`src/hw/io_ports_pkg.sv`:
```
// package of constants for the three bidirectional general purpose ports
// assumes a byte-wide processor load/store bus with a 12-bit address
package io_ports_pkg;
   // ---------------------------------------------------------------
   // address map
   // ---------------------------------------------------------------
   localparam int ADDR_W = 12;
   localparam logic [11:0] ADDR_DATA_A = 12'h000;
   localparam logic [11:0] ADDR_DATA_B = 12'h001;
   localparam logic [11:0] ADDR_DATA_C = 12'h002;
   localparam logic [11:0] ADDR_DIR_A = 12'h004;
   localparam logic [11:0] ADDR_DIR_B = 12'h005;
   localparam logic [11:0] ADDR_DIR_C = 12'h006;
   // ---------------------------------------------------------------
   // widths and reset values
   // ---------------------------------------------------------------
   localparam int PORT_A_W = 8;
   localparam int PORT_B_W = 8;
   localparam int PORT_C_W = 4;
   localparam logic [7:0] DIR_RESET = 8'h00;
   // direction register reads as all ones; software must not rely on it
   localparam logic [7:0] DIR_READ_VALUE = 8'hff;
   localparam logic [7:0] UNMAPPED_READ = 8'h00;
endpackage : io_ports_pkg

```
`src/hw/io_port_slice.sv`:
```
// one port: direction register, output latch, pin read multiplexer
// assumes synchronous pin inputs and a single-cycle store strobe
`timescale 1ns/1ps
module io_port_slice import io_ports_pkg::*; #(
   parameter int WIDTH = 8
) (
   // clock and reset
   input wire logic clk,
   input wire logic srst,
   // store side
   input wire logic data_we,
   input wire logic dir_we,
   input wire logic [WIDTH-1:0] wdata,
   // pins
   input wire logic [WIDTH-1:0] pin_in,
   output logic [WIDTH-1:0] pin_out,
   output logic [WIDTH-1:0] pin_oe,
   // read side
   output logic [WIDTH-1:0] rdata
);
   logic [WIDTH-1:0] dir_ff;
   logic [WIDTH-1:0] latch_ff;
   logic [WIDTH-1:0] nxt_dir;

   assign nxt_dir = dir_we ? wdata : dir_ff;

   always_ff @(posedge clk) begin
      if (srst) begin
         dir_ff <= DIR_RESET[WIDTH-1:0];
      end else begin
         dir_ff <= nxt_dir;
      end
   end

   // no reset on the latch: contents stay unknown until written
   always_ff @(posedge clk) begin
      if (data_we) begin
         latch_ff <= wdata; // see R4
      end
   end

   assign pin_out = latch_ff;
   assign pin_oe = dir_ff;
   // per bit: output pins return the latch, input pins the pin level
   assign rdata = (dir_ff & latch_ff) | (~dir_ff & pin_in); // see R6

endmodule : io_port_slice

```
`src/hw/io_ports.sv`:
```
// three bidirectional general purpose ports on the processor store bus
// assumes single-cycle loads/stores, pins synchronous to clk
//
// Summary of operation
// twenty pins over three ports, each pin input or output by software
// direction bit 1 makes the pin output, 0 makes it input
// reset clears all direction bits, so all pins come up as inputs
// reset leaves the output data latches untouched and undefined
// software should load a latch before turning its pins to output
// an output pin reads back as its latched bit, not the pin level
// an input pin has its driver off and reads the pin level
// ports b and c float as inputs, port a has pull-ups
// write-only direction registers at 004, 005 and 006 hex
// software must not trust a direction register read value
// software writes direction with whole-byte stores, not bit set/clear
// every data store writes all latch bits, even for input pins
// the interrupt pin level is readable for branch tests
// ports a and b eight bits, port c four, upper c bits ignored
`timescale 1ns/1ps
module io_ports import io_ports_pkg::*; (
   // clock and reset
   input wire logic clk,
   input wire logic srst,
   // processor bus
   input wire logic [ADDR_W-1:0] addr,
   input wire logic wr_en,
   input wire logic rd_en,
   input wire logic [7:0] wdata,
   output logic [7:0] rdata,
   // port a pins (pull-ups outside)
   input wire logic [PORT_A_W-1:0] pa_in,
   output logic [PORT_A_W-1:0] pa_out,
   output logic [PORT_A_W-1:0] pa_oe,
   output logic pa_pullup_en,
   // port b pins
   input wire logic [PORT_B_W-1:0] pb_in,
   output logic [PORT_B_W-1:0] pb_out,
   output logic [PORT_B_W-1:0] pb_oe,
   // port c pins
   input wire logic [PORT_C_W-1:0] pc_in,
   output logic [PORT_C_W-1:0] pc_out,
   output logic [PORT_C_W-1:0] pc_oe,
   // interrupt pin level for branch tests
   input wire logic int_pin_n,
   output logic int_level
);
   // ---------------------------------------------------------------
   // address decode
   // ---------------------------------------------------------------
   function automatic logic hit(input logic [ADDR_W-1:0] a,
                                input logic [ADDR_W-1:0] ref_a);
      hit = (a == ref_a);
   endfunction : hit

   // one select per register, shared by the store strobes and the read mux
   wire sel_da = hit(addr, ADDR_DATA_A);
   wire sel_db = hit(addr, ADDR_DATA_B);
   wire sel_dc = hit(addr, ADDR_DATA_C);
   wire sel_ra = hit(addr, ADDR_DIR_A);
   wire sel_rb = hit(addr, ADDR_DIR_B);
   wire sel_rc = hit(addr, ADDR_DIR_C);
   wire is_dir = sel_ra | sel_rb | sel_rc;
   wire is_data = sel_da | sel_db | sel_dc;
   // anything else is ignored on a store and reads as a constant
   wire is_unmapped = ~(is_dir | is_data);

   // store strobes
   wire we_da = wr_en & sel_da;
   wire we_db = wr_en & sel_db;
   wire we_dc = wr_en & sel_dc;
   wire we_ra = wr_en & sel_ra;
   wire we_rb = wr_en & sel_rb;
   wire we_rc = wr_en & sel_rc;

   logic [PORT_A_W-1:0] rd_a;
   logic [PORT_B_W-1:0] rd_b;
   logic [PORT_C_W-1:0] rd_c;

   // ---------------------------------------------------------------
   // ports
   // ---------------------------------------------------------------
   // port a: eight pins, pull-ups sit outside the slice
   io_port_slice #(
      .WIDTH(PORT_A_W)
   ) u_port_a (
      .clk(clk),
      .srst(srst),
      .data_we(we_da),
      .dir_we(we_ra),
      .wdata(wdata[PORT_A_W-1:0]),
      .pin_in(pa_in),
      .pin_out(pa_out),
      .pin_oe(pa_oe),
      .rdata(rd_a)
   );

   // port b: eight three-state pins
   io_port_slice #(
      .WIDTH(PORT_B_W)
   ) u_port_b (
      .clk(clk),
      .srst(srst),
      .data_we(we_db),
      .dir_we(we_rb),
      .wdata(wdata[PORT_B_W-1:0]),
      .pin_in(pb_in),
      .pin_out(pb_out),
      .pin_oe(pb_oe),
      .rdata(rd_b)
   );

   // upper store bits of port c are simply dropped
   io_port_slice #(
      .WIDTH(PORT_C_W)
   ) u_port_c (
      .clk(clk),
      .srst(srst),
      .data_we(we_dc),
      .dir_we(we_rc),
      .wdata(wdata[PORT_C_W-1:0]),
      .pin_in(pc_in),
      .pin_out(pc_out),
      .pin_oe(pc_oe),
      .rdata(rd_c)
   );

   // port a pull-ups are always on; b and c float when not driven
   assign pa_pullup_en = 1'b1;

   // ---------------------------------------------------------------
   // read mux
   // ---------------------------------------------------------------
   wire [7:0] rd_sel =
      sel_da ? rd_a :
      sel_db ? rd_b :
      sel_dc ? {4'h0, rd_c} :
      is_dir ? DIR_READ_VALUE : UNMAPPED_READ;
   // read data is combinational so a load sees the pin in the same cycle
   assign rdata = rd_en ? rd_sel : 8'h00;
   assign int_level = int_pin_n;

   // ---------------------------------------------------------------
   // checks: direction registers
   // ---------------------------------------------------------------
   AST_RESET_INPUTS: assert property (@(posedge clk)
      srst |=> (pa_oe == 8'h00 && pb_oe == 8'h00 && pc_oe == 4'h0))
      else $error("direction not cleared by reset");

   AST_DIR_FOLLOWS: assert property (@(posedge clk)
      disable iff (srst) we_rb |=> pb_oe == $past(wdata))
      else $error("port b direction did not take store");

   AST_DIR_A_FOLLOWS: assert property (@(posedge clk)
      disable iff (srst) we_ra |=> pa_oe == $past(wdata))
      else $error("port a direction did not take store");

   AST_DIR_C_FOLLOWS: assert property (@(posedge clk)
      disable iff (srst) we_rc |=> pc_oe == $past(wdata[PORT_C_W-1:0]))
      else $error("port c direction did not take store");

   AST_DIR_HOLDS: assert property (@(posedge clk)
      disable iff (srst) !we_ra |=> $stable(pa_oe))
      else $error("port a direction changed without store");

   AST_DIR_B_HOLDS: assert property (@(posedge clk)
      disable iff (srst) !we_rb |=> $stable(pb_oe))
      else $error("port b direction changed without store");

   AST_DIR_C_HOLDS: assert property (@(posedge clk)
      disable iff (srst) !we_rc |=> $stable(pc_oe))
      else $error("port c direction changed without store");

   // ---------------------------------------------------------------
   // checks: output latches
   // ---------------------------------------------------------------
   AST_LATCH_ALL: assert property (@(posedge clk)
      we_da |=> pa_out == $past(wdata))
      else $error("port a latch missed a store");

   AST_LATCH_B: assert property (@(posedge clk)
      we_db |=> pb_out == $past(wdata))
      else $error("port b latch missed a store");

   AST_LATCH_C: assert property (@(posedge clk)
      we_dc |=> pc_out == $past(wdata[PORT_C_W-1:0]))
      else $error("port c latch missed a store");

   // ---------------------------------------------------------------
   // checks: read path
   // ---------------------------------------------------------------
   AST_OUT_READ: assert property (@(posedge clk)
      disable iff (srst) (rd_en && sel_db && pb_oe == 8'hff)
      |-> rdata == pb_out)
      else $error("output pins did not read the latch");

   AST_IN_READ: assert property (@(posedge clk)
      disable iff (srst) (rd_en && sel_da && pa_oe == 8'h00)
      |-> rdata == pa_in)
      else $error("input pins did not read the pin level");

   AST_C_OUT_READ: assert property (@(posedge clk)
      disable iff (srst) (rd_en && sel_dc && pc_oe == 4'hf)
      |-> rdata[3:0] == pc_out)
      else $error("port c output pins did not read the latch");

   AST_C_IN_READ: assert property (@(posedge clk)
      disable iff (srst) (rd_en && sel_dc && pc_oe == 4'h0)
      |-> rdata[3:0] == pc_in)
      else $error("port c input pins did not read the pin level");

   AST_C_UPPER: assert property (@(posedge clk)
      disable iff (srst) (rd_en && sel_dc) |-> rdata[7:4] == 4'h0)
      else $error("port c upper bits not zero");

   AST_DIR_READ: assert property (@(posedge clk)
      disable iff (srst) (rd_en && is_dir) |-> rdata == DIR_READ_VALUE)
      else $error("direction read not the fixed value");

   AST_UNMAPPED_READ: assert property (@(posedge clk)
      disable iff (srst) (rd_en && is_unmapped) |-> rdata == UNMAPPED_READ)
      else $error("unmapped read not the fixed value");

   AST_IDLE_READ: assert property (@(posedge clk)
      disable iff (srst) !rd_en |-> rdata == 8'h00)
      else $error("read data not zero without a load");

   // ---------------------------------------------------------------
   // checks: pins outside the ports
   // ---------------------------------------------------------------
   AST_INT_LEVEL: assert property (@(posedge clk)
      int_level == int_pin_n)
      else $error("interrupt level not passed");

   AST_PULLUP: assert property (@(posedge clk) pa_pullup_en)
      else $error("port a pull-ups off");

endmodule : io_ports

```
`config.mk`:
```
export PLATFORM = sky130hd
export DESIGN_NAME = io_ports
export DESIGN_NICKNAME = d
export VERILOG_FILES = /design/src/hw/io_ports_pkg.sv /design/src/hw/io_port_slice.sv /design/src/hw/io_ports.sv
export SDC_FILE = /design/constraint.sdc
export NUM_CORES = 1
export LEC_CHECK = 0
export BUFFER_PORTS_ARGS = -buffer_cell sky130_fd_sc_hd__clkbuf_2
export CORE_MARGIN = 2
export CORE_UTILIZATION = 25
export DETAILED_ROUTE_END_ITERATION = 10
export PLACE_DENSITY = 0.58
export SYNTH_ARGS = -nofsm -noshare
export SYNTH_HDL_FRONTEND = slang
export SYNTH_SLANG_ARGS = --single-unit
```
`constraint.sdc`:
```
create_clock -name clk -period 2.9 [get_ports clk]
set_input_delay 0.435 -clock clk [delete_from_list [all_inputs] [get_ports clk]]
set_output_delay 0.435 -clock clk [all_outputs]
set_load 0.01 [all_outputs]
```
==> results of run 1 <==
-- metal layers --
layer / GRT usage / up-vias / share of wire
met5: 0 / - / 0
met4: 0.0530 / 0 / 0.019
met3: 0.0367 / 8 / 0.056
met2: 0.215 / 66 / 0.46
met1: 0.180 / 790 / 0.47
li1: - / 794 / -
-- worst max path at each step --
stage / startpoint / end / cells past startpoint
finish: addr[5] / rdata[0] / 6
CTS: addr[5] / rdata[2] / 6
detailed placement: addr[5] / rdata[2] / 6
global route: addr[5] / rdata[3] / 6
floorplan: addr[11] / rdata[4] / 4
global placement: addr[5] / rdata[6] / 6
-- power breakdown --
part | internal (mW) | total (mW) | switching [mW]
sequential | 0.592 | 0.592 | 0.0000515
combinational | 0.0359 | 0.0828 | 0.0469
clock | 0.255 | 0.445 | 0.190
total | 0.883 | 1.12 | 0.237
-- layout make-up --
type	count	area (um^2)
Clock buffer	6	72.6
Clock inverter	2	35.0
Fill cell	784	4720
Inverter	1	3.75
Multi-Input combinational cell	111	851
Sequential cell	40	1000
Tap cell	99	124
Timing Repair Buffer	95	485
-- cell usage after synthesis, drive strengths merged (3+ instances only) --
library cell / instances / area [um^2]
nand4: 3 / 31.3
mux2i: 32 / 320
o21a: 5 / 37.5
and3: 3 / 18.8
mux2: 8 / 90.1
edfxtp: 20 / 601
a21oi: 7 / 35.0
or4: 3 / 30.0
a2111oi: 4 / 35.0
dfxtp: 20 / 400
nor4: 6 / 50.0
clkbuf: 4 / 15.0
nor2: 22 / 82.6
o32ai: 3 / 26.3
-- worst reg2reg max path, stage by stage, from the launching register on --
cell	delay, ns
dfxtp_1	0.34
mux2i_1	0.15
nor2_1	0.05
-- cell families after synthesis --
kind of cell,Yosys count,synth area share
AOI/OAI and AO/OA,22,0.0810
other,1,0.00199
muxes,40,0.218
DFF,40,0.531
and+or+nand+nor,48,0.151
buffers and inverters,7,0.0179
-- sequential cells by signal, summed over array words and instances, names as in the netlist --
register / cells
u_port_b.pin_oe: 8
u_port_b.pin_out: 8
u_port_c.pin_out: 4
u_port_c.pin_oe: 4
u_port_a.pin_oe: 8
u_port_a.pin_out: 8
==> results.yml, run 1 <==
status:
  status: "finished clean"
synthesis:
  async_reset_ff_frac: 0
  syn_area_per_cell_um2: 11.9
  synth_edf_count: 20
  yosysWarnings: 0
  synthesis.area_mm2: 0.00189
  synthFlopType: "edfxtp_1"
  ys_ff_latch: 40
  syn_nets: 203
  synthCells: 158
  yosysUniqueCellTypes: 32
  ys_seq_area_frac: 0.531
grt:
  grt_usage: 0.137
  grt_pass1_wl_mm: 8.68
  antenna_found_initial: 0
  grt_max_degree: 21
  grt_pass1_vias: 1638
  grt.overflow.total: 0
placed_design:
  dp.cells: 346
  place_area_mm2: 0.00246
  hpwl_mm: 4.33
  port_buffers: 91
  gp_congestion: 0.824
  pre_cts_ws_ns: 0.406
detailed_routing:
  drt-vias-per-instance: 4.68
  drtPass1Iterations: 4
  drc: 0
  antenna_left: 0
  drt_iter0_drc: 91
  drt-total-wl_mm: 5.70
  vias: 1658
  post_drt_wl_per_cell_um: 16.1
clocking:
  clk_pin_slew_ns: 0.07
  ctsHoldBuffers: 0
  clock_sinks: 40
  clock_latency_ns: 0.29
  cts_resized: 0
  cts_buffers: 5
  cts_tree: "built"
  root_buffer: "clkbuf_8"
  max-clock-path-buffers: 2
  cts_setup_buffers: 0
  htreeDepth: 2
timing:
  fin_ws_ns: 0.389
  drv_slew: 0
  period_needed_ns: 2.51
  hold_viol: 0
  finClkSkew_ns: 0
  tns_ns: 0
  setup_viol: 0
  holdWs_ns: 0.376
  worst_pin_slew_ns: 0.609
  clock.fmax_mhz: 398
  period_share: 0.866
  relSlewSlack: 0.589
  rsz0062_at_grt: "no"
final_layout:
  antennaDiodeCount: 0
  final_util: 0.353
  stdcell_area_mm2: 0.00257
  fin_cells: 354
  layout-area-overhead-vs-synth_pct: 36.4
  final_common_cell: "clkbuf_2"
  final_net_count: 299
  final_cell_mix: "91 x clkbuf_2, 32 x mux2i_1, 22 x nor2_1, 20 x dfxtp_1, 20 x edfxtp_1"
  drive_above_1_share: 0.463
pwr:
  leakagePower_nw: 1.20
  power.total_mw: 1.12
  power_density_mw_per_mm2: 435
  peakVddDrop_mv: 0.247
die:
  design.die.area_mm2: 0.00825
  initial_utilization: 0.259
  row_count: 31
  io_pins: 95
  core-area_mm2: 0.00729
  die_x_um: 90.8
  die_h_um: 90.8
min_path:
  whs_path_depth: 1
  hold_class: "in -> reg"
  holdPathEnd: "u_port_a.pin_out[7]"
  worstHoldStart: "wdata[7]"
critical_path:
  worstReg2RegStart: "u_port_b.pin_oe[5]"
  crit_path_end_kind: "output pin"
  critical_path_arrival_ns: 2.08
  path_buf_inv: 2
  path_class: "in -> out"
  crit_path_start_kind: "primary input"
  r2r_cells: 2
  cpMostUsedCell: "clkbuf_2"
  slowest_delay_ns: 0.59
  cp_cell_sequence: "clkbuf_2 -> or4_1 -> nor3_1 -> nand3_1 -> o32ai_1 -> clkbuf_2"
  ff2ff_setup_slack_ns: 2.23
  worst-path-max-fanout: 4
  reg2reg_to: "u_port_b.pin_oe[5]"
  cp_top_family: "simple AND/OR/NAND/NOR gates"
  crit_required_ns: 2.47
  cpMaxStageDelayCell: "or4_1"
flow_run:
  drv_cap: 0
Note: power is estimated with default switching activity, not from simulation.
==> run 2: changes to the inputs <==
- CORE_UTILIZATION: 25 -> 49
- PLACE_DENSITY: 0.58 -> 0.94
==> results.yml, run 2 (synthesis results as in run 1) <==
die:
  design.die.area_mm2: 0.00436
  die_h_um: 66.0
  initial_utilization: 0.511
  row_count: 22
  die_x_um: 66.0
  io_pins: 95
  core-area_mm2: 0.00369
placed_design:
  gp_congestion: 0.843
  place_area_mm2: 0.00239
  pre_cts_ws_ns: 0.433
  port_buffers: 91
  hpwl_mm: 3.68
min_path:
  holdPathEnd: "u_port_a.pin_out[4]"
  hold_class: "in -> reg"
  worstHoldStart: "wdata[4]"
  whs_path_depth: 1
timing:
  tns_ns: 0
  finClkSkew_ns: 0
  setup_viol: 0
  rsz0062_at_grt: "no"
  period_share: 0.868
  drv_slew: 0
  hold_viol: 0
  worst_pin_slew_ns: 0.510
  relSlewSlack: 0.660
  period_needed_ns: 2.52
  clock.fmax_mhz: 397
  fin_ws_ns: 0.382
critical_path:
  crit_required_ns: 2.47
  crit_path_start_kind: "primary input"
  path_buf_inv: 2
  cpMostUsedCell: "clkbuf_2"
  r2r_cells: 2
  cp_cell_sequence: "clkbuf_2 -> or4_1 -> or3_4 -> nor4_1 -> o21a_1 -> clkbuf_2"
  ff2ff_setup_slack_ns: 2.23
  cp_top_family: "simple AND/OR/NAND/NOR gates"
  cpMaxStageDelayCell: "or4_1"
  reg2reg_to: "u_port_a.pin_oe[5]"
  worstReg2RegStart: "u_port_a.pin_oe[5]"
  slowest_delay_ns: 0.59
  crit_path_end_kind: "output pin"
  path_class: "in -> out"
  critical_path_arrival_ns: 2.08
  worst-path-max-fanout: 4
status:
  status: "finished clean"
final_layout:
  drive_above_1_share: 0.460
  layout-area-overhead-vs-synth_pct: 33.4
  antennaDiodeCount: 0
  final_cell_mix: "91 x clkbuf_2, 32 x mux2i_1, 22 x nor2_1, 20 x dfxtp_1, 20 x edfxtp_1"
  stdcell_area_mm2: 0.00251
  final_common_cell: "clkbuf_2"
  fillers: 288
  final_net_count: 297
  multi_input_area_um2: 851
  seqCellArea_mm2: 0.00100
grt:
  antenna_found_initial: 0
  grt.overflow.total: 0
  grt_pass1_wl_mm: 7.75
  grt_usage: 0.241
  grt_pass1_vias: 1556
  grt_max_degree: 21
pwr:
  leakagePower_nw: 1.20
  power_density_mw_per_mm2: 475
  power.total_mw: 1.19
  peakVddDrop_mv: 0.394
flow_run:
  drv_cap: 0
clocking:
  clock_latency_ns: 0.29
  max-clock-path-buffers: 2
  ctsHoldBuffers: 0
  cts_tree: "built"
  cts_buffers: 5
  htreeDepth: 2
  root_buffer: "clkbuf_8"
  clk_pin_slew_ns: 0.07
  cts_setup_buffers: 0
  cts_resized: 0
  clock_sinks: 40
detailed_routing:
  drtPass1Iterations: 4
  vias: 1649
  drc: 0
  drt_iter0_drc: 76
  post_drt_wl_per_cell_um: 16.4
  antenna_left: 0
  drt-vias-per-instance: 5.50
  drt-total-wl_mm: 4.92
-- run 2: worst max path at each step --
stage / from / to / slack, ns / depth (start not counted)
6_report: addr[5] / rdata[5] / 0.38 / 6
5_1_grt: addr[5] / rdata[4] / 0.32 / 6
4_1_cts: addr[5] / rdata[5] / 0.40 / 6
3_5_place_dp: addr[5] / rdata[4] / 0.43 / 6
3_3_place_gp: addr[5] / rdata[6] / 0.47 / 6
2_1_floorplan: addr[11] / rdata[4] / 0.70 / 4
-- run 2: cell type report --
cell class              instances  area share
clock buffers                   5      0.0274
clock inverters                 2      0.0239
inverters                       1     0.00149
multi-input cells             111       0.338
flip-flops and latches         40       0.398
well taps                      48      0.0239
repair buffers                 93       0.187
-- run 2: power breakdown --
part	switching, mW	internal (mW)	total, mW
Clock	0.182	0.339	0.521
Combinational	0.0457	0.0359	0.0817
Sequential	0.0000508	0.592	0.592
-- run 2: through the flow --
stage / instances / hold WS (ns) / utilization
2_1_floorplan: 158 / 0.534 / -
3_3_place_gp: 293 / 0.517 / 0.647
3_5_place_dp: 293 / 0.531 / 0.647
4_1_cts: 300 / 0.361 / 0.682
5_1_grt: 300 / 0.362 / 0.682
6_report: 300 / 0.371 / 0.682
-- run 2: worst register-to-register path: stages, from the launching register on --
cell	delay (ns)
dfxtp_1	0.33
mux2i_1	0.15
nor2_1	0.06
-- run 2: per-layer routing --
metal	part of all wire	up-vias	routed length (um)	track usage
li1	-	788	-	-
met1	0.41	789	2030	0.317
met2	0.50	61	2460	0.383
met3	0.071	11	351	0.0750
met4	0.015	0	72	0.0714
met5	0	-	0	0
==> run 3: changes to the inputs <==
- ABC_AREA: not set -> 1
- CORE_UTILIZATION: 49 -> 50
==> results.yml, run 3 <==
status:
  status: "finished clean"
timing:
  rsz0062_at_grt: "no"
  setup_viol: 0
  relSlewSlack: 0.571
  finClkSkew_ns: 0
  period_share: 0.856
  period_needed_ns: 2.48
  clock.fmax_mhz: 403
  drv_slew: 0
  tns_ns: 0
  worst_pin_slew_ns: 0.644
  hold_viol: 0
placed_design:
  port_buffers: 91
  hpwl_mm: 4.01
  gp_congestion: 0.970
die:
  core-area_mm2: 0.00397
  row_count: 23
  die_h_um: 68.2
  design.die.area_mm2: 0.00465
  die_x_um: 68.2
  io_pins: 95
  initial_utilization: 0.519
clocking:
  clk_pin_slew_ns: 0.08
  clock_sinks: 40
  cts_buffers: 5
  cts_tree: "built"
  cts_resized: 0
  ctsHoldBuffers: 0
  clock_latency_ns: 0.29
  max-clock-path-buffers: 2
  htreeDepth: 2
  root_buffer: "clkbuf_8"
  cts_setup_buffers: 0
detailed_routing:
  vias: 1947
  drt-vias-per-instance: 5.14
  antenna_left: 0
  drt_iter0_drc: 81
  post_drt_wl_per_cell_um: 14.1
  drt-total-wl_mm: 5.33
  drc: 0
  drtPass1Iterations: 4
grt:
  grt_util_met3: 0.0428
  grt-busiest-layer: "met2"
  grt_pass1_wl_mm: 8.12
  met2_usage: 0.421
  grt_pass1_vias: 1794
  grt_use_met1: 0.291
  grt_max_degree: 21
  grt_usage: 0.244
  antenna_found_initial: 0
  grt.overflow.total: 0
final_layout:
  final_cell_mix: "91 x clkbuf_2, 57 x nor2_1, 38 x nand2_1, 23 x inv_1"
  fillers: 333
  final_net_count: 373
  seqCellArea_mm2: 0.00100
  antennaDiodeCount: 0
  drive_above_1_share: 0.395
  layout-area-overhead-vs-synth_pct: 27.4
  multi_input_area_um2: 883
  final_util: 0.661
  final_common_cell: "clkbuf_2"
critical_path:
  crit_path_start_kind: "primary input"
  path_class: "in -> out"
  cp_top_family: "simple AND/OR/NAND/NOR gates"
  path_buf_inv: 3
  r2r_cells: 2
  critical_path_arrival_ns: 2.05
  reg2reg_to: "u_port_c.pin_oe[3]"
  cpMaxStageDelayCell: "nor2_4"
  cp_cell_sequence: "clkbuf_2 -> nor2_1 -> nand2_1 -> nor2_4 -> nand2_1 -> nor2_4 -> inv_2 -> a21oi_1 -> clkbuf_2"
  crit_path_end_kind: "output pin"
  ff2ff_setup_slack_ns: 2.14
  crit_required_ns: 2.47
  worst-path-max-fanout: 14
  worstReg2RegStart: "u_port_c.pin_oe[3]"
  slowest_delay_ns: 0.36
synthesis:
  synth_edf_count: 20
  yosysWarnings: 0
  synth_top_area_frac: 0.291
  synthesis.area_mm2: 0.00206
  synth_area_leaders: "edfxtp_1 29%, dfxtp_1 19%, nor2_1 10%, a211oi_2 9.1%, nand2_1 6.9%"
  ys_seq_area_frac: 0.485
  synth_top_cell_by_area: "edfxtp_1"
  synth_common_cells: "57 x nor2_1, 38 x nand2_1, 23 x inv_1, 20 x dfxtp_1, 20 x edfxtp_1"
  synthFlopType: "edfxtp_1"
  yosysUniqueCellTypes: 24
  ys_ff_latch: 40
  async_reset_ff_frac: 0
  synthCells: 236
  syn_nets: 281
  syn_area_per_cell_um2: 8.74
  post-synth-top-count-cell: "nor2_1"
min_path:
  holdPathEnd: "u_port_b.pin_out[7]"
  worstHoldStart: "wdata[7]"
  whs_path_depth: 1
  hold_class: "in -> reg"
flow_run:
  drv_cap: 0
pwr:
  peakVddDrop_mv: 0.290
  power_density_mw_per_mm2: 424
  leakagePower_nw: 1.15
run 3: final cells by class:
| type | count | share of cell area |
|---|---|---|
| sequential | 40 | 0.381 |
| multi-input combinational | 161 | 0.336 |
| timing repair buffer | 93 | 0.179 |
| inverter | 27 | 0.0386 |
| clock buffer | 6 | 0.0276 |
| tap | 50 | 0.0238 |
| clock inverter | 2 | 0.0133 |
run 3: per-layer routing:
| layer | wire (um) | share of wire |
|---|---|---|
| met3 | 295 | 0.055 |
| met1 | 2220 | 0.42 |
| met4 | 159 | 0.030 |
| met2 | 2660 | 0.50 |
| met5 | 0 | 0 |
run 3: kinds of logic (layout without fill, tap and decap cells):
group | count (synthesis) | after routing | synth area share
AO/OA/AOI/OAI | 41 | 41 | 0.168
buffers and inverters | 35 | 128 | 0.0862
flip-flops | 40 | 40 | 0.485
other | 1 | 1 | 0.00182
AND/OR/NAND/NOR | 119 | 119 | 0.258
run 3: power breakdown:
group | switching [mW] | internal (mW)
clock network | 0.188 | 0.255
logic | 0.0492 | 0.0299
registers | 0.0000673 | 0.592
total | 0.237 | 0.877
run 3: per-stage QoR:
step                std cells  hold slack, ns  power (mW)  area [um^2]  setup slack [ns]
floorplan                 236           0.510       0.641         2060              1.00
global placement          371           0.484       0.680         2520             0.535
detailed placement        371           0.487       0.682         2520             0.467
CTS                       379           0.380        1.12         2630             0.418
global route              379           0.391        1.15         2630             0.246
finish                    379           0.383        1.11         2630             0.418
run 3: worst max-delay path by stage:
stage,from,endpoint,depth (start not counted)
after floorplan,addr[9],u_port_b.pin_out[0],5
after global placement,addr[9],rdata[2],9
after detailed placement,addr[9],rdata[3],9
after CTS,addr[9],rdata[3],9
after global routing,addr[7],rdata[3],9
final,addr[9],rdata[3],9
